--- config.mk ---
export PLATFORM = sky130hd
export DESIGN_NAME = ucs_regs
export DESIGN_NICKNAME = d
export VERILOG_FILES = /design/src/ucs_pkg.sv /design/src/ucs_regs.sv
export VERILOG_INCLUDE_DIRS = /design/src
export SDC_FILE = /design/constraint.sdc
export NUM_CORES = 1
export LEC_CHECK = 0
export BUFFER_PORTS_ARGS = -buffer_cell sky130_fd_sc_hd__buf_2
export CORE_MARGIN = 8
export CORE_UTILIZATION = 59
export DETAILED_ROUTE_END_ITERATION = 8
export PLACE_DENSITY_LB_ADDON = 0.12
export SKIP_LAST_GASP = 1
export SLEW_MARGIN = 30
export SYNTH_ARGS = -nofsm -noshare
export SYNTH_HDL_FRONTEND = slang
export SYNTH_SLANG_ARGS = --single-unit
export TNS_END_PERCENT = 5
--- constraint.sdc ---
create_clock -name core_clk -period 4.2 [get_ports core_clk]
set_clock_uncertainty 0.1 [all_clocks]
set_input_delay 0 -clock core_clk [delete_from_list [all_inputs] [get_ports core_clk]]
set_output_delay 0 -clock core_clk [all_outputs]
set_load 0.02 [all_outputs]
--- src/ucs_cfg.svh ---
`ifndef UCS_CFG_SVH
`define UCS_CFG_SVH
// Global status block byte offsets on odd addresses, 2 bytes apart.
`define UCS_OFF_GLOBAL_STATUS_CONTROL_1 5'h03
`define UCS_OFF_BOARD_IDENT 5'h05
`define UCS_OFF_SCR0 5'h07
`define UCS_OFF_SCR1 5'h09
`define UCS_OFF_SCR2 5'h0b
`define UCS_OFF_SCR3 5'h0d
`define UCS_OFF_SCR4 5'h0f
// Local-bus byte offsets of the utility registers.
`define UCS_OFF_UTILITY_CONTROL_STATUS 5'h10
`define UCS_OFF_SWITCH_BASE_ADDRESS 5'h14
`define UCS_OFF_GLOBAL_RESET_TRIGGER 5'h18
// Field positions.
`define UCS_G1_SYS_CTRL_SWITCH 6
`define UCS_G1_ISF 5
`define UCS_G1_FAIL 4
`define UCS_G1_HP 1
`define UCS_G1_LP 0
`define UCS_U_POWERUP_FLAG 14
`define UCS_U_DRIVE_FAIL 13
`define UCS_U_BRIRQ 12
`define UCS_U_ROBIN 11
`define UCS_U_LVL_HI 10
`define UCS_U_LVL_LO 9
`define UCS_U_NEVER 8
`define UCS_U_FAIR 7
`define UCS_U_RWD 6
`define UCS_U_GRANT_TIMEOUT_IRQ 5
`define UCS_U_VTO_HI 4
`define UCS_U_VTO_LO 3
`define UCS_U_EWD 2
`define UCS_U_WDA_HI 1
`define UCS_U_WDA_LO 0
// Reset values.
`define UCS_RST_SCR0 8'hff
`define UCS_RST_UTILITY_CONTROL_STATUS 15'h061b
// Timing.
`define UCS_CLK_MHZ 125
`define UCS_PULSE_MS 200
`define UCS_PULSE_CYC (`UCS_PULSE_MS * 1000 * `UCS_CLK_MHZ)
`define UCS_GRANT_S 1
`define UCS_GRANT_CYC (`UCS_GRANT_S * 1000000 * `UCS_CLK_MHZ)
`define UCS_VTO_US 32
`define UCS_VTO_CYC (`UCS_VTO_US * `UCS_CLK_MHZ)
`define UCS_SYSTEM_RESET_DLY_US 32
`define UCS_SYSTEM_RESET_DLY_CYC (`UCS_SYSTEM_RESET_DLY_US * `UCS_CLK_MHZ)
`endif

--- src/ucs_pkg.sv ---
package ucs_pkg;
	typedef enum logic [1:0] {
		UCS_RS_IDLE = 2'b00,
		UCS_RS_WAIT = 2'b01,
		UCS_RS_PULSE = 2'b11
	} ucs_rst_e;
	typedef enum logic [1:0] {
		UCS_WD_SYS = 2'b00,
		UCS_WD_LOC = 2'b01,
		UCS_WD_HOLD = 2'b10,
		UCS_WD_OFF = 2'b11
	} ucs_wda_e;
endpackage

--- src/ucs_regs.sv ---
`timescale 1ns/100ps
`include "ucs_cfg.svh"
// Function
// - Controller switch bit reads the switch, read-only, untouched by resets.
// - Inhibit bit blocks fail line; else fail line follows drive_fail; resets clear.
// - Board fail flag reads drive_fail or watchdog output, read-only.
// - Global status bits 3 and 2 read zero.
// - Signal bits: VMEbus write 1 sets, local write 0 clears; resets clear.
// - Board ident written only locally, read-only from VMEbus; resets clear.
// - Five scratch bytes; first loads FF on system reset, rest clear on both.
// - Powerup flag cleared by hardware on power-up and ACFAIL; software sets only.
// - drive_fail at 0 lights fail lamp regardless of inhibit; resets clear.
// - broadcast_irq drives IRQ1 low; line is open-collector; resets clear.
// - Round-robin when set, priority when clear; resets clear.
// - Request level 0-3 binary, resets load 11; no change while requesting.
// - never_release keeps the bus once acquired; resets clear.
// - fair_request withholds request while others request on the level; resets clear.
// - release_when_done releases at completion, else on request; resets clear.
// - Grant timeout withdraws grant after one second without BBSY, raises irq.
// - Strobe timeout 32/64/128 us as controller, 11 disables; resets load 11.
// - Watchdog acts on timer output low only when enabled; resets clear enable.
// - Watchdog actions: system pulse, local pulse, local hold, off; resets load 11.
// - Base address register mirrors switches, low nibble reads ones.
// - Any write to global reset starts 200 ms system reset; reads return ones.
// - System reset starts within 32 us; local reset meanwhile cancels it.
module ucs_regs
	import ucs_pkg::*;
#(
	parameter int unsigned PULSE_CYC = `UCS_PULSE_CYC,
	parameter int unsigned GRANT_CYC = `UCS_GRANT_CYC
) (
	input wire logic core_clk, // Board clock.
	input wire logic resetn, // Synchronous reset, active low.
	input wire logic power_up, // Power-on indication, active high.
	input wire logic sys_reset_in, // System reset level from the backplane.
	input wire logic loc_reset_in, // Local reset level.
	input wire logic acfail_n, // ACFAIL line, active low.
	input wire logic sys_ctrl_switch_sw, // Controller switch, 1 = on.
	input wire logic [11:0] addr_sw, // Base address switches.
	input wire logic [15:0] vme_addr, // VMEbus A16 address.
	input wire logic vme_sel, // VMEbus byte access strobe to A16 space.
	input wire logic vme_wr, // VMEbus access is a write.
	input wire logic [7:0] vme_wdata, // VMEbus write data.
	input wire logic loc_sel, // Local bus access strobe.
	input wire logic loc_wr, // Local bus access is a write.
	input wire logic [4:0] loc_addr, // Local bus byte offset.
	input wire logic [31:0] loc_wdata, // Local bus write data.
	input wire logic ds_n, // Either VMEbus data strobe, active low.
	input wire logic grant_out, // Arbiter is asserting a bus grant.
	input wire logic bbsy_n, // BBSY line, active low.
	input wire logic timer3_out, // Counter timer three output.
	output logic [7:0] vme_rdata, // VMEbus read data.
	output logic vme_ack, // VMEbus access acknowledge.
	output logic [31:0] loc_rdata, // Local bus read data.
	output logic loc_ack, // Local bus access acknowledge.
	output logic sysfail_oe_n, // SYSFAIL drive enable, low drives.
	output logic fail_led, // Front-panel fail lamp.
	output logic irq1_oe_n, // IRQ1 drive enable, low drives.
	output logic hp_irq, // High priority signal pending.
	output logic lp_irq, // Low priority signal pending.
	output logic [14:0] utility_control_status_out, // Utility control fields to arbiter and requester.
	output logic grant_withdraw, // Arbiter drops the grant.
	output logic grant_timeout_irq, // Grant timeout interrupt request pulse.
	output logic berr_out, // Assert BERR for transfer timeout.
	output logic sys_reset_out, // System reset drive.
	output logic loc_reset_out // Local reset drive.
);
	// Synchronisers for pins.
	logic [1:0] s1_q, s2_q;
	logic [11:0] sw1_q, sw2_q;
	logic [4:0] p1_q, p2_q;
	always_ff @(posedge core_clk) begin
		s1_q <= {sys_ctrl_switch_sw, timer3_out};
		s2_q <= s1_q;
		sw1_q <= addr_sw;
		sw2_q <= sw1_q;
		p1_q <= {power_up, acfail_n, ds_n, bbsy_n, 1'b0};
		p2_q <= p1_q;
	end
	wire sys_ctrl_switch = s2_q[1];
	wire t3 = s2_q[0];
	wire pwr = p2_q[4];
	wire acf_n = p2_q[3];
	wire dsn = p2_q[2];
	wire bbn = p2_q[1];
	logic [1:0] r1_q, r2_q;
	always_ff @(posedge core_clk) begin
		r1_q <= {sys_reset_in, loc_reset_in};
		r2_q <= r1_q;
	end
	wire system_reset = r2_q[1] | sys_reset_out;
	wire local_reset = r2_q[0] | loc_reset_out;
	wire any_rst = !resetn | system_reset | local_reset;

	logic isf_q, hp_q, lp_q, pwr_q;
	logic [7:0] id_q;
	logic [7:0] scr_q [5];
	logic [14:0] u_q;
	wire drive_fail = ~u_q[`UCS_U_DRIVE_FAIL];
	wire [1:0] wda = u_q[`UCS_U_WDA_HI:`UCS_U_WDA_LO];
	wire [1:0] vto = u_q[`UCS_U_VTO_HI:`UCS_U_VTO_LO];
	wire wd_fire = u_q[`UCS_U_EWD] && !t3 && wda != UCS_WD_OFF;

	// VMEbus decode against switches.
	wire vme_hit = vme_sel && vme_addr[15:4] == sw2_q;
	wire [3:0] vo = vme_addr[3:0];
	wire vw = vme_hit && vme_wr;
	wire lw = loc_sel && loc_wr;
	wire [4:0] la = loc_addr;
	wire vw_g1 = vw && {1'b0, vo} == `UCS_OFF_GLOBAL_STATUS_CONTROL_1;
	wire lw_g1 = lw && la == `UCS_OFF_GLOBAL_STATUS_CONTROL_1;
	wire lw_id = lw && la == `UCS_OFF_BOARD_IDENT;
	wire lw_u = lw && la == `UCS_OFF_UTILITY_CONTROL_STATUS;
	wire lw_gr = lw && la == `UCS_OFF_GLOBAL_RESET_TRIGGER;

	function automatic logic [4:0] scr_off(input int i);
		scr_off = 5'(`UCS_OFF_SCR0 + 2 * i);
	endfunction

	wire fail_flag = drive_fail | wd_fire;
	wire [7:0] g1 = {1'b0, sys_ctrl_switch, isf_q, fail_flag, 2'b00, hp_q, lp_q};
	wire [15:0] switch_base_address = {sw2_q, 4'hf};
	wire [15:0] utility_control_status_rd = {1'b0, pwr_q, u_q[13:0]};

	function automatic logic [7:0] gsb_rd(input logic [4:0] a);
		gsb_rd = 8'h00;
		if (a == `UCS_OFF_GLOBAL_STATUS_CONTROL_1) begin
			gsb_rd = g1;
		end else if (a == `UCS_OFF_BOARD_IDENT) begin
			gsb_rd = id_q;
		end else begin
			for (int i = 0; i < 5; i++) begin
				if (a == scr_off(i)) begin
					gsb_rd = scr_q[i];
				end
			end
		end
	endfunction

	always_ff @(posedge core_clk) begin
		if (any_rst) begin
			isf_q <= 1'b0;
			hp_q <= 1'b0;
			lp_q <= 1'b0;
			id_q <= 8'h00;
			u_q <= `UCS_RST_UTILITY_CONTROL_STATUS;
			u_q[`UCS_U_POWERUP_FLAG] <= 1'b0;
		end else begin
			if (vw_g1 || lw_g1) begin
				isf_q <= vw_g1 ? vme_wdata[`UCS_G1_ISF] : loc_wdata[`UCS_G1_ISF];
			end
			if (vw_g1 && vme_wdata[`UCS_G1_HP]) begin
				hp_q <= 1'b1;
			end else if (lw_g1 && !loc_wdata[`UCS_G1_HP]) begin
				hp_q <= 1'b0;
			end
			if (vw_g1 && vme_wdata[`UCS_G1_LP]) begin
				lp_q <= 1'b1;
			end else if (lw_g1 && !loc_wdata[`UCS_G1_LP]) begin
				lp_q <= 1'b0;
			end
			if (lw_id) begin
				id_q <= loc_wdata[7:0];
			end
			if (lw_u) begin
				u_q <= loc_wdata[14:0];
			end
		end
	end

	always_ff @(posedge core_clk) begin
		for (int i = 0; i < 5; i++) begin
			if (!resetn || system_reset || (local_reset && i != 0)) begin
				scr_q[i] <= (i == 0) ? `UCS_RST_SCR0 : 8'h00;
			end else if (vw && {1'b0, vo} == scr_off(i)) begin
				scr_q[i] <= vme_wdata;
			end else if (lw && la == scr_off(i)) begin
				scr_q[i] <= loc_wdata[7:0];
			end
		end
	end

	// Power-up flag: hardware clear wins over software set.
	always_ff @(posedge core_clk) begin
		if (!resetn || pwr || !acf_n) begin
			pwr_q <= 1'b0;
		end else if (lw_u && loc_wdata[`UCS_U_POWERUP_FLAG]) begin
			pwr_q <= 1'b1;
		end
	end

	// Grant timeout.
	logic [27:0] gcnt_q;
	always_ff @(posedge core_clk) begin
		if (any_rst || !grant_out || !bbn || !u_q[`UCS_U_GRANT_TIMEOUT_IRQ]) begin
			gcnt_q <= '0;
			grant_withdraw <= 1'b0;
			grant_timeout_irq <= 1'b0;
		end else if (gcnt_q == 28'(GRANT_CYC - 1)) begin
			grant_withdraw <= 1'b1;
			grant_timeout_irq <= !grant_withdraw;
		end else begin
			gcnt_q <= gcnt_q + 28'h1;
		end
	end

	// Transfer timeout, length 32 us shifted by the select code.
	logic [15:0] vcnt_q;
	wire [15:0] vlim = 16'(`UCS_VTO_CYC) << vto;
	always_ff @(posedge core_clk) begin
		if (any_rst || dsn || !sys_ctrl_switch || vto == 2'b11) begin
			vcnt_q <= '0;
			berr_out <= 1'b0;
		end else if (vcnt_q == vlim - 16'h1) begin
			berr_out <= 1'b1;
		end else begin
			vcnt_q <= vcnt_q + 16'h1;
		end
	end

	// Reset generator for global reset and watchdog.
	ucs_rst_e rs_q;
	logic [24:0] rcnt_q;
	logic sys_sel_q, hold_q;
	wire wd_sys = wd_fire && wda == UCS_WD_SYS;
	wire wd_loc = wd_fire && wda == UCS_WD_LOC;
	always_ff @(posedge core_clk) begin
		if (!resetn) begin
			rs_q <= UCS_RS_IDLE;
			rcnt_q <= '0;
			sys_sel_q <= 1'b0;
			sys_reset_out <= 1'b0;
			loc_reset_out <= 1'b0;
		end else begin
			case (rs_q)
			UCS_RS_IDLE: begin
				rcnt_q <= '0;
				if (lw_gr || wd_sys) begin
					rs_q <= UCS_RS_WAIT;
					sys_sel_q <= 1'b1;
				end else if (wd_loc) begin
					rs_q <= UCS_RS_PULSE;
					sys_sel_q <= 1'b0;
					loc_reset_out <= 1'b1;
				end
			end
			UCS_RS_WAIT: begin
				rcnt_q <= rcnt_q + 25'h1;
				if (r2_q[0]) begin
					rs_q <= UCS_RS_IDLE;
				end else if (rcnt_q == 25'(`UCS_SYSTEM_RESET_DLY_CYC - 1)) begin
					rs_q <= UCS_RS_PULSE;
					rcnt_q <= '0;
					sys_reset_out <= 1'b1;
				end
			end
			UCS_RS_PULSE: begin
				rcnt_q <= rcnt_q + 25'h1;
				if (rcnt_q == 25'(PULSE_CYC - 1)) begin
					rs_q <= UCS_RS_IDLE;
					sys_reset_out <= 1'b0;
					loc_reset_out <= 1'b0;
				end
			end
			default: rs_q <= UCS_RS_IDLE;
			endcase
			if (hold_q) begin
				loc_reset_out <= 1'b1;
			end
		end
	end
	always_ff @(posedge core_clk) begin
		hold_q <= resetn && (hold_q || (wd_fire && wda == UCS_WD_HOLD));
	end

	// Bus answers and pin outputs.
	always_ff @(posedge core_clk) begin
		if (!resetn) begin
			vme_rdata <= 8'h00;
			vme_ack <= 1'b0;
			loc_rdata <= 32'h0;
			loc_ack <= 1'b0;
			sysfail_oe_n <= 1'b1;
			fail_led <= 1'b0;
			irq1_oe_n <= 1'b1;
			hp_irq <= 1'b0;
			lp_irq <= 1'b0;
			utility_control_status_out <= `UCS_RST_UTILITY_CONTROL_STATUS;
		end else begin
			vme_ack <= vme_hit && vo[0];
			vme_rdata <= gsb_rd({1'b0, vo});
			loc_ack <= loc_sel;
			if (la == `UCS_OFF_UTILITY_CONTROL_STATUS) begin
				loc_rdata <= {16'h0, utility_control_status_rd};
			end else if (la == `UCS_OFF_SWITCH_BASE_ADDRESS) begin
				loc_rdata <= {16'h0, switch_base_address};
			end else if (la == `UCS_OFF_GLOBAL_RESET_TRIGGER) begin
				loc_rdata <= 32'hffffffff;
			end else begin
				loc_rdata <= {24'h0, gsb_rd(la)};
			end
			sysfail_oe_n <= !(drive_fail && !isf_q);
			fail_led <= fail_flag;
			irq1_oe_n <= !u_q[`UCS_U_BRIRQ];
			hp_irq <= hp_q;
			lp_irq <= lp_q;
			utility_control_status_out <= {pwr_q, u_q[13:0]};
		end
	end
endmodule // ucs_regs

# --- After elaboration in Yosys (flattened, before gate mapping) ---
# Memories as Yosys holds them, arrays and structs flattened.
# Cells that the tools add are included.
totals:
  reg_bits: 205
  out_inout_bits: 67
  ramBits: 40
  input_bits: 88
  wordCells: 254
  latch_bits: 0
  mem_count: 1
  mem_bits_ro: 0
mem_list:
  columns: ["memory", "depth", "width", "rd", "rd_ports_with_merged_regs", "wr", "line", "text"]
  rows:
  - ["scr_q", 5, 8, 5, 0, 5, "ucs_regs.sv:97", "logic [7:0] scr_q [5];"]
classes:
  n_shift: 1
  reduce_logical: 70
  n_lt_le_gt_ge: 0
  n_mux: 88
  addsub: 4
  mul: 0
  bitwise_logic: 17
  eq_ne: 36
  n_div: 0
op_table:
  columns: ["cell", "n"]
  rows:
  - ["8-bit 2-to-1 mux", 23]
  - ["25-bit one-hot mux with 3 select lines", 1]
  - ["1-bit 2-to-1 mux", 50]
  - ["25-bit 2-to-1 mux", 2]
  - ["32-bit 2-to-1 mux", 1]
  - ["1-bit logical AND", 31]
  - ["28-bit by 1-bit adder with 28-bit output (second input constant)", 1]
  - ["28-bit by 27-bit == test with 1-bit output (second input constant)", 1]
  - ["25-bit by 1-bit adder with 25-bit output (second input constant)", 1]
  - ["25-bit by 12-bit == test with 1-bit output (second input constant)", 1]
  - ["25-bit == test (second input constant)", 1]
  - ["5-bit by 4-bit == test with 1-bit output (second input constant)", 4]
  - ["16-bit by 1-bit adder with 16-bit output (second input constant)", 1]
  - ["16-bit == test", 1]
  - ["4-bit == test (second input constant)", 4]
  - ["16-bit 2-to-1 mux", 1]
  - ["12-bit by 2-bit << shifter with 16-bit output (first input constant)", 1]
  - ["16-bit by 1-bit subtractor with 16-bit output (second input constant)", 1]
  - ["5-bit == test (second input constant)", 3]
  - ["15-bit 2-to-1 mux", 1]
  - ["3-bit inequality test (second input constant)", 5]
  - ["1-bit bitwise OR", 15]
  - ["1-bit logical NOT", 13]
  - ["1-bit logical OR", 13]
  - ["20 further kinds", 40]

# --- Longest topological paths before layout ---
# Gate-level depths: netlist of run 1.
depth:
  depth_word: 11
  ltp_mapped: 10
  ltp_nobuf: 8

# --- Least setup slack after synthesis of run 1 ---
# OpenSTA, ideal clock, no wires.
synth_timing:
  path_kind: "reg2reg"
  from: "register u_q[3]"
  to: "register vcnt_q[1]"
  path_slack_ns: 1.727
  t_arrival_ns: 2.245
  n_path_buf: 2
  setup_ns: 0.128
  required_ns: 3.972
  stages_incl_launch_ff: 11
  cell_sequence: "dfxtp_1 inv_1 ha_1 xnor2_1 mux2_4 a2111oi_4 and2_4 buf_6 buf_12 mux2i_1 nor2_1"
synth_via:
  elab_chain_len: 3
synth_lines:
  columns: ["element", "line", "text"]
  rows:
  - ["start: declaration", "ucs_regs.sv:98", "logic [14:0] u_q;"]
  - ["start signal: assignment", "ucs_regs.sv:146", "u_q <= `UCS_RST_UTILITY_CONTROL_STATUS;"]
  - ["start signal: assignment", "ucs_regs.sv:166", "u_q <= loc_wdata[14:0];"]
  - ["12-bit by 2-bit << shifter with 16-bit output", "ucs_regs.sv:209", "wire [15:0] vlim = 16'(`UCS_VTO_CYC) << vto;"]
  - ["16-bit by 1-bit subtractor with 16-bit output", "ucs_regs.sv:214", "end else if (vcnt_q == vlim - 16'h1) begin"]
  - ["16-bit == test", "ucs_regs.sv:214", null]
  - ["end signal: assignment", "ucs_regs.sv:217", "vcnt_q <= vcnt_q + 16'h1;"]
  - ["end: declaration", "ucs_regs.sv:208", "logic [15:0] vcnt_q;"]
# Parallel ways exist; a longest one is shown, timed or not.
# A chain may end at the register's enable or synchronous reset.

==> flow_summary.toml, run 1 <==
[run_status]
status = "complete, no violations"

[logic_synthesis]
synth_top_area_cell = "dfxtp_1"
synth_seq_cells = 230
yosys.area.top_type_share = 0.3700
syn_avg_cell_area_um2 = 8.956
ys_types = 72
synthTopCellsByArea = "dfxtp_1, edfxtp_1, nand2_1"
synthesis.nets = 1245
synthArstFlopShare = 0
synth-seq-area-share = 0.4868
netlist_area_mm2 = 0.01028
synth.most_common_cell = "dfxtp_1"
synth_common_cells = "dfxtp_1, nand2_1, nor2_1, a21oi_1, o21ai_0"
synth_edf_count = 40
yosys_warnings = 0
synthFlopType = "dfxtp_1"
netlist_instances = 1148

[clocking]
clock_sinks = 230
clock_path_buffers = 3
cts_buffers = 25
clkTransAtPathRegs_ns = 0.06
cts_root_buf = "clkbuf_16"
cts_tree = "done"
clkLatencyLatePin_ns = 0.53
htreeDepth = 1

[worst_setup_path]
cp-end-kind = "flip-flop"
crit_type = "reg -> reg"
startpoint_type = "flip-flop"
crit_arrival_ns = 3.18
worstPathRequired_ns = 4.27
cp_max_fo = 11

[grt]
grt_pass1_vias = 8788
grt_usage = 0.2615
antenna_found_initial = 0
grt_remaining_overflow = 0
grt_start_max_net_pins = 48
grt_pass1_wl_mm = 46.71

[placement]
dp_hpwl_mm = 19.99
portBuffers = 137
placed_cell_area_mm2 = 0.01091
dp_slack_ns = 1.158
place.gp.congestion = 0.9534

[timing]
hold_viol_final = 0
setup_viol = 0
fin_crit_ns = 3.103
layout_setup_ws_ns = 1.097
timing.final.crit_share = 0.7388
slew_viol_final = 0
rsz0062_at_grt = "no"
worst_slew_pin_slew_ns = 0.8286
fin_tns_setup_ns = 0
fmax_mhz = 322.3
slew-limit-headroom = 0.4476

[power_and_ir_drop]
pwr_density_cell_mw_per_mm2 = 397.3
peakVddDrop_mv = 0.3773
leakage_nw = 4.905

[drt]
dr.pass1.iters = 7
antenna_left = 0
drc = 0
totalWireLength_mm = 29.64
route.detailed.wl_per_inst_um = 19.05
vias_per_cell = 5.922
vias = 9214
drtIter0Drc = 876

[cells_and_area]
layout.nets = 1410
layout-drive-gt1-share = 0.1630
antenna_cells = 0
syn_to_final_growth_pct = 21.83
fin_area_mm2 = 0.01253
final_core_util = 0.7292

[floorplanning]
dieArea_mm2 = 0.02191
initial_core_util = 0.5986
fp.coreArea_mm2 = 0.01718
rows = 48
io_pins = 155
die_w_um = 148.0
fp.dieH_um = 148.0

[min_path]
hold_class = "in -> reg"

[job]
cap_violations = 0
critical path, cell delays in order (launching register included):
cell and delay [ns]:
dfxtp_1 0.36, xnor2_1 0.13, nand4_1 0.12, nor4_2 0.54, nand2_1 0.40, or3_1 0.68
nand3b_1 0.40
per-stage QoR:
stage                     std cells  hold slack (ns)  total power [mW]
after floorplan                1148         -0.07228             2.529
after global placement         1440         0.002398             2.641
after detailed placement       1440         0.003592             2.644
after CTS                      1556         0.003021             4.985
after global routing           1556          0.01601             5.125
final                          1556          0.02039             4.976
power by group:
| group | switching (mW) | internal, mW | total (mW) |
|---|---|---|---|
| clock | 0.884 | 1.44 | 2.32 |
| combinational | 0.202 | 0.133 | 0.335 |
| sequential | 0.0344 | 2.29 | 2.32 |
cell type report:
cell class | count | area [um2]
inverters | 12 | 45.04
clock buffers | 35 | 754.5
well taps | 225 | 281.5
multi-input cells | 828 | 4848
fillers | 1324 | 4651
repair buffers | 216 | 1456
flip-flops and latches | 230 | 5005
clock inverters | 10 | 135.1
cell usage in the layout, fill, tap and decap left out, types with 9 or more instances in the layout:
| master | count |
|---|---|
| a31oi_1 | 13 |
| nor3_1 | 20 |
| mux2i_1 | 37 |
| xnor2_1 | 30 |
| buf_2 | 137 |
| xor2_1 | 25 |
| and3_1 | 18 |
| nand3_1 | 40 |
| edfxtp_1 | 40 |
| and2_1 | 16 |
| a22oi_1 | 10 |
| o21ai_0 | 74 |
| nand4_1 | 28 |
| nand2_1 | 175 |
| dlygate4sd3_1 | 71 |
| a211oi_1 | 11 |
| inv_1 | 12 |
| dfxtp_1 | 190 |
| clkbuf_16 | 26 |
| nand2b_1 | 13 |
| a21oi_1 | 74 |
| nor2_1 | 98 |
| nor2b_1 | 10 |
| ha_1 | 9 |
| o211ai_1 | 15 |
registers in the layout, indices dropped and copies added, names as in the netlist, 4 cells and up:
name	flops
p2_q	4
sw2_q	12
loc_rdata	17
p1_q	4
vme_rdata	8
id_q	8
rcnt_q	25
u_q	14
vcnt_q	16
scr_q	40
gcnt_q	28
utility_control_status_out	15
sw1_q	12
worst paths after layout:
check	endpoint	slack, ns	depth (start not counted)	startpoint
worst min-delay path	sw1_q[5]	0.02	2	addr_sw[5]
worst max-delay path	scr_q[3][1]	1.10	6	sw2_q[11]
worst max register to register	scr_q[3][1]	1.10	6	sw2_q[11]
worst min register to register	s2_q[1]	0.23	0	s1_q[1]
repair_timing:
item,4_1_cts,5_1_grt
hold endpoints to repair,150,0
buffers inserted,0,0
resized for setup,0,0
hold buffers,71,0
endpoints found under the setup margin,0,0
metal layers:
metal / vias to the layer above / routed length, um / GRT usage
li1: 4386 / - / -
met1: 4334 / 12630 / 0.3573
met2: 441 / 13420 / 0.4048
met3: 53 / 2985 / 0.06145
met4: 0 / 599 / 0.07394
met5: - / 0 / 0
kinds of logic (layout without fill, tap and decap cells):
kind of cell	count (synthesis)	in the layout	share of synthesized area
muxes	40	40	0.03967
DFF	230	230	0.4868
buffers and inverters	90	273	0.04369
adders and majority gates	9	9	0.01095
AOI/OAI and AO/OA	243	243	0.1451
and+or+nand+nor	481	481	0.2270
xor gates and xnor gates	55	55	0.04685
(Power assumes the default switching activity.)
==> inputs of run 2 (changes only) <==
--- a/config.mk
+++ b/config.mk
@@ -6,9 +6,10 @@
 export SDC_FILE = /design/constraint.sdc
 export NUM_CORES = 1
 export LEC_CHECK = 0
+export ABC_AREA = 1
 export BUFFER_PORTS_ARGS = -buffer_cell sky130_fd_sc_hd__buf_2
 export CORE_MARGIN = 8
-export CORE_UTILIZATION = 59
+export CORE_UTILIZATION = 58
 export DETAILED_ROUTE_END_ITERATION = 8
 export PLACE_DENSITY_LB_ADDON = 0.12
 export SKIP_LAST_GASP = 1
==> constraint.sdc (replaced) <==
create_clock -name core_clk -period 3.2 [get_ports core_clk]
set_clock_uncertainty 0.1 [all_clocks]
set_input_delay 0 -clock core_clk [delete_from_list [all_inputs] [get_ports core_clk]]
set_output_delay 0 -clock core_clk [all_outputs]
set_load 0.02 [all_outputs]
==> run 2 against run 1 <==
Against the previous run: final area grew 6.2%; clock-buffer cell count shrank 8; routed wire length grew 12%; sequential share of layout area shrank 2.3 points; via count grew 18%; fmax grew 5.4%; hold slack lost 0.0093 ns; core utilization shrank 1.3 points; die area grew 7.3%; global-route usage grew 1.5 points.
==> flow_summary.toml, run 2 <==
[cells_and_area]
layout-drive-gt1-share = 0.1274
top_register = "scr_q"
antenna_cells = 0
final_core_util = 0.7160
layout.nets = 1814
layout_common_cells = "nand2_1, inv_1, dfxtp_1"
largest_reg_flops = 40
top_regs = "scr_q x40, gcnt_q x28, rcnt_q x25"
final_common_cell = "nand2_1"
syn_to_final_growth_pct = 21.65

[timing]
timing.final.crit_share = 0.9199
worst_slew_pin_slew_ns = 0.6271
fmax_mhz = 339.7
rsz0062_at_grt = "no"
slew_viol_final = 0
fin_tns_setup_ns = 0
slew-limit-headroom = 0.5815
hold_viol_final = 0
fin_crit_ns = 2.944
hold_slack_ns = 0.01113
setup_viol = 0

[logic_synthesis]
synth-seq-area-share = 0.4577
ys_types = 43
yosys_warnings = 0
synthArstFlopShare = 0
netlist_area_mm2 = 0.01094
synth_top_area_cell = "dfxtp_1"
synth.most_common_cell = "nand2_1"
synth_common_cells = "nand2_1, inv_1, dfxtp_1, nor2_1, nand3_1"
synthTopCellsByArea = "dfxtp_1, nand2_1, edfxtp_1"
synthesis.nets = 1613
synth_edf_count = 40
netlist_instances = 1516
yosys.area.top_type_share = 0.3478
synth_seq_cells = 230
syn_avg_cell_area_um2 = 7.213
synthFlopType = "dfxtp_1"

[floorplanning]
rows = 50
fp.coreArea_mm2 = 0.01858
initial_core_util = 0.5886
io_pins = 155
die_w_um = 153.3
fp.dieH_um = 153.3
dieArea_mm2 = 0.02350

[drt]
antenna_left = 0
totalWireLength_mm = 33.29
vias_per_cell = 5.537
dr.pass1.iters = 7
vias = 10900
route.detailed.wl_per_inst_um = 16.91
drtIter0Drc = 789
drc = 0

[worst_setup_path]
r2r-end = "isf_q"
crit_type = "reg -> reg"
cp_max_fo = 51
cp_slowest_cell = "dlygate4sd3_1"
crit_arrival_ns = 3.31
startpoint_type = "flip-flop"
cp-end-kind = "flip-flop"
crit_chain = "nor3_4, buf_4, nand2_2, inv_2, buf_4, o21ai_0, dlygate4sd3_1, nor2_1, dlygate4sd3_1"
r2r_setup_slack_ns = 0.26
reg2regPathDepth = 9
r2r_start = "sys_reset_out"
cpPeakStageDelay_ns = 0.60
worstPathRequired_ns = 3.57

[clocking]
cts_buffers = 25
post_cts_buffers = 0
clock_sinks = 230
cts_resized = 0
ctsHoldBuffers = 67
htreeDepth = 1
cts_tree = "done"
cts_root_buf = "clkbuf_16"
clkLatencyLatePin_ns = 0.52
clock_path_buffers = 3
clkTransAtPathRegs_ns = 0.06

[min_path]
hold_path_end = "p1_q[2]"
hold_class = "in -> reg"
hp-start = "ds_n"
hold_depth = 2

[grt]
grt_start_max_net_pins = 52
grt_remaining_overflow = 0
grt_pass1_wl_mm = 53.07
grt_pass1_vias = 10320
grt_usage = 0.2769
antenna_found_initial = 0

[power_and_ir_drop]
leakage_nw = 5.763
peakVddDrop_mv = 0.3968
finalPower_mw = 6.344
pwr_density_cell_mw_per_mm2 = 476.9

[placement]
portBuffers = 137
place.gp.congestion = 0.9491
dp_hpwl_mm = 24.12

[run_status]
status = "complete, no violations"

[job]
cap_violations = 0
[run 2: changes by cell type after synthesis, sizes merged, moves of 31 or more]
cell,previous run,this run
nand2,175,382
inv,12,217
nand3,41,112
nand4,28,85
nor2,98,142
mux2i,37,0
a21oi,74,105
[run 2: where the power goes]
| part | switching, mW | leakage (nW) | total [mW] | internal, mW |
|---|---|---|---|---|
| clock network | 1.21 | 0.394 | 2.87 | 1.66 |
| logic | 0.282 | 3.39 | 0.436 | 0.154 |
| registers | 0.0382 | 1.98 | 3.04 | 3.00 |
| total | 1.53 | 5.76 | 6.34 | 4.81 |
[run 2: area by class of cell]
cell class	count	area (um2)
fillers	1555	5278
flip-flops and latches	230	5005
multi-input cells	1018	4860
inverters	218	818.3
repair buffers	224	1506
clock inverters	18	166.4
clock buffers	27	654.4
well taps	234	292.8
[run 2: worst max-delay path by stage]
stage,start,endpoint,cells past startpoint
after floorplan,sys_reset_out,scr_q[1][0],7
after global placement,sw2_q[4],scr_q[3][1],10
after detailed placement,sys_reset_out,gcnt_q[10],10
after CTS,sys_reset_out,isf_q,9
after global routing,sys_reset_out,isf_q,9
final,sys_reset_out,isf_q,9
[run 2: logic make-up (layout without fill, tap and decap cells)]
group	count (synthesis)	count (layout)	synth area share
simple gates	778	778	0.3154
buf+inv	268	487	0.09794
compound gates	218	218	0.1082
flops	230	230	0.4577
fa+ha+maj	9	9	0.01030
xor+xnor	13	13	0.01041
[run 2: routing by layer]
| layer | vias to the layer above | wire [um] | GRT usage | part of all wire |
|---|---|---|---|---|
| met5 | - | 0 | 0 | 0 |
| met4 | 0 | 1671 | 0.1367 | 0.050 |
| met3 | 109 | 2572 | 0.04511 | 0.077 |
| met2 | 460 | 15580 | 0.4688 | 0.47 |
| met1 | 4943 | 13470 | 0.3367 | 0.40 |
| li1 | 5391 | - | - | - |
[run 2: critical path: cells and delay by family (launching register included)]
kind            cells  cell delay, ns
compound gates      1            0.19
flops               1            0.35
simple gates        3            0.35
buf+inv             5            1.89
[run 2: through the flow]
step / cells / setup WS [ns] / cell area (um2)
finish: 1969 / 0.2564 / 13300
global route: 1969 / 0.1467 / 13300
CTS: 1969 / 0.3668 / 13300
detailed placement: 1857 / 0.5589 / 11810
global placement: 1857 / 0.6107 / 11810
floorplan: 1516 / 1.112 / 10940
==> inputs of run 3 (changes only) <==
--- a/config.mk
+++ b/config.mk
@@ -6,10 +6,9 @@
 export SDC_FILE = /design/constraint.sdc
 export NUM_CORES = 1
 export LEC_CHECK = 0
-export ABC_AREA = 1
 export BUFFER_PORTS_ARGS = -buffer_cell sky130_fd_sc_hd__buf_2
 export CORE_MARGIN = 8
-export CORE_UTILIZATION = 58
+export CORE_UTILIZATION = 57
 export DETAILED_ROUTE_END_ITERATION = 8
 export PLACE_DENSITY_LB_ADDON = 0.12
 export SKIP_LAST_GASP = 1
==> run 3 against run 2 <==
Against the previous run: die area is 3.9% lower; largest cell class unchanged; fmax is 2.1% higher; global-route usage is 2.5 points lower; critical endpoint is now pwr_q.
==> flow_summary.toml, run 3 (synthesized netlist as in run 1, its figures left out) <==
[cells_and_area]
multiInputGateArea_mm2 = 0.004832
final_core_util = 0.7003
stdcell_count = 1570
final_common_cell = "dfxtp_1"
syn_to_final_growth_pct = 21.53
layout_common_cells = "dfxtp_1, nand2_1, buf_2"
antenna_cells = 0
seqCellArea_mm2 = 0.005005
top_register = "scr_q"
layout-drive-gt1-share = 0.1723
layout.nets = 1419
fillers = 1427
top_regs = "scr_q x40, gcnt_q x28, rcnt_q x25"
largest_reg_flops = 40
fin_area_mm2 = 0.01249

[floorplanning]
initial_core_util = 0.5763
fp.dieH_um = 150.3
die_w_um = 150.3
dieArea_mm2 = 0.02259
rows = 49
fp.coreArea_mm2 = 0.01784
io_pins = 155

[clocking]
cts_root_buf = "clkbuf_16"
clkTransAtPathRegs_ns = 0.06
clock_path_buffers = 3
cts_buffers = 25
cts_tree = "done"
htreeDepth = 1
clkLatencyLatePin_ns = 0.53
clock_sinks = 230
cts_resized = 0

[drt]
totalWireLength_mm = 28.78
vias_per_cell = 5.787
route.detailed.wl_per_inst_um = 18.33
vias = 9086
dr.pass1.iters = 5
drc = 0
antenna_left = 0
drtIter0Drc = 866

[worst_setup_path]
cp.depth = 9
cp-end-kind = "flip-flop"
cpPeakStageDelay_ns = 0.57
crit_arrival_ns = 3.25
r2r_setup_slack_ns = 0.57
crit_family = "buffers and inverters"
cp.buffers_inverters = 5
startpoint_type = "input pin"
crit_type = "in -> reg"
cp_max_fo = 22
crit_chain = "dlygate4sd3_1, buf_2, buf_4, or3_1, nor2_1, a21oi_1, dlygate4sd3_1, nor3_1, dlygate4sd3_1"
reg2regPathDepth = 8
cp_slowest_cell = "dlygate4sd3_1"
worstPathRequired_ns = 3.57
path_common_cell = "dlygate4sd3_1"

[timing]
fin_crit_ns = 2.883
timing.final.crit_share = 0.9008
worst_slew_pin_slew_ns = 0.8168
slew-limit-headroom = 0.4552
slew_viol_final = 0
setup_viol = 0
fin_tns_setup_ns = 0
hold_slack_ns = 0.01286
fmax_mhz = 346.9
layout_setup_ws_ns = 0.3175
rsz0062_at_grt = "no"
hold_viol_final = 0

[grt]
grt_pass1_vias = 8660
grt_pass1_wl_mm = 45.84
grt_usage = 0.2518
grt_start_max_net_pins = 48
antenna_found_initial = 0
grt_remaining_overflow = 0

[placement]
place.gp.congestion = 0.9457
placed_cell_area_mm2 = 0.01103
dp_hpwl_mm = 20.32
portBuffers = 137
placed_cells = 1459
dp_slack_ns = 0.5976

[min_path]
hold_class = "in -> reg"
hold_depth = 2

[job]
cap_violations = 0

[power_and_ir_drop]
pwr_density_cell_mw_per_mm2 = 503.8
leakage_nw = 4.923
finalPower_mw = 6.295
peakVddDrop_mv = 0.4227

[run_status]
status = "complete, no violations"
## run 3: cell types whose count changed in the layout (fill, tap and decap cells not counted), moves of 12 or more
cell	previous run	this run
nand2b_1	0	13
xnor2_1	6	30
nand3_1	111	40
and3_1	1	18
and2_1	2	16
nor2_1	135	98
a21oi_1	105	74
mux2i_1	0	37
nand4_1	85	28
nand2_1	381	175
xor2_1	7	25
a31oi_1	1	13
inv_1	214	12
## run 3: layout make-up
| class | instances | share of cell area |
|---|---|---|
| Timing Repair Buffer | 225 | 0.1208 |
| Sequential cell | 230 | 0.4006 |
| Clock buffer | 30 | 0.05478 |
| Inverter | 12 | 0.003605 |
| Multi-Input combinational cell | 828 | 0.3867 |
| Tap cell | 229 | 0.02293 |
| Clock inverter | 16 | 0.01061 |
## run 3: timing repair
action | CTS | global route
endpoints found under the hold margin | 141 | 0
setup buffers | 0 | 0
setup endpoints to repair | 0 | 0
hold buffers | 65 | 0
## run 3: path summary, 6_finish.rpt
check         startpoint          to
max          loc_addr[2]       pwr_q
max reg2reg       u_q[4]  vcnt_q[10]
min             acfail_n     p1_q[3]
min reg2reg     sw1_q[6]    sw2_q[6]
## run 3: per-layer routing
| metal | vias up | wire, um | track usage |
|---|---|---|---|
| met5 | - | 0 | 0 |
| met4 | 0 | 695 | 0.07346 |
| met3 | 54 | 2699 | 0.04599 |
| met2 | 404 | 12840 | 0.3953 |
| met1 | 4218 | 12540 | 0.3479 |
| li1 | 4410 | - | - |
## run 3: report_power, final
group / switching (mW) / leakage, nW / internal, mW
registers: 0.0435 / 1.98 / 3.00
logic: 0.260 / 2.53 / 0.174
clock network: 1.19 / 0.410 / 1.62
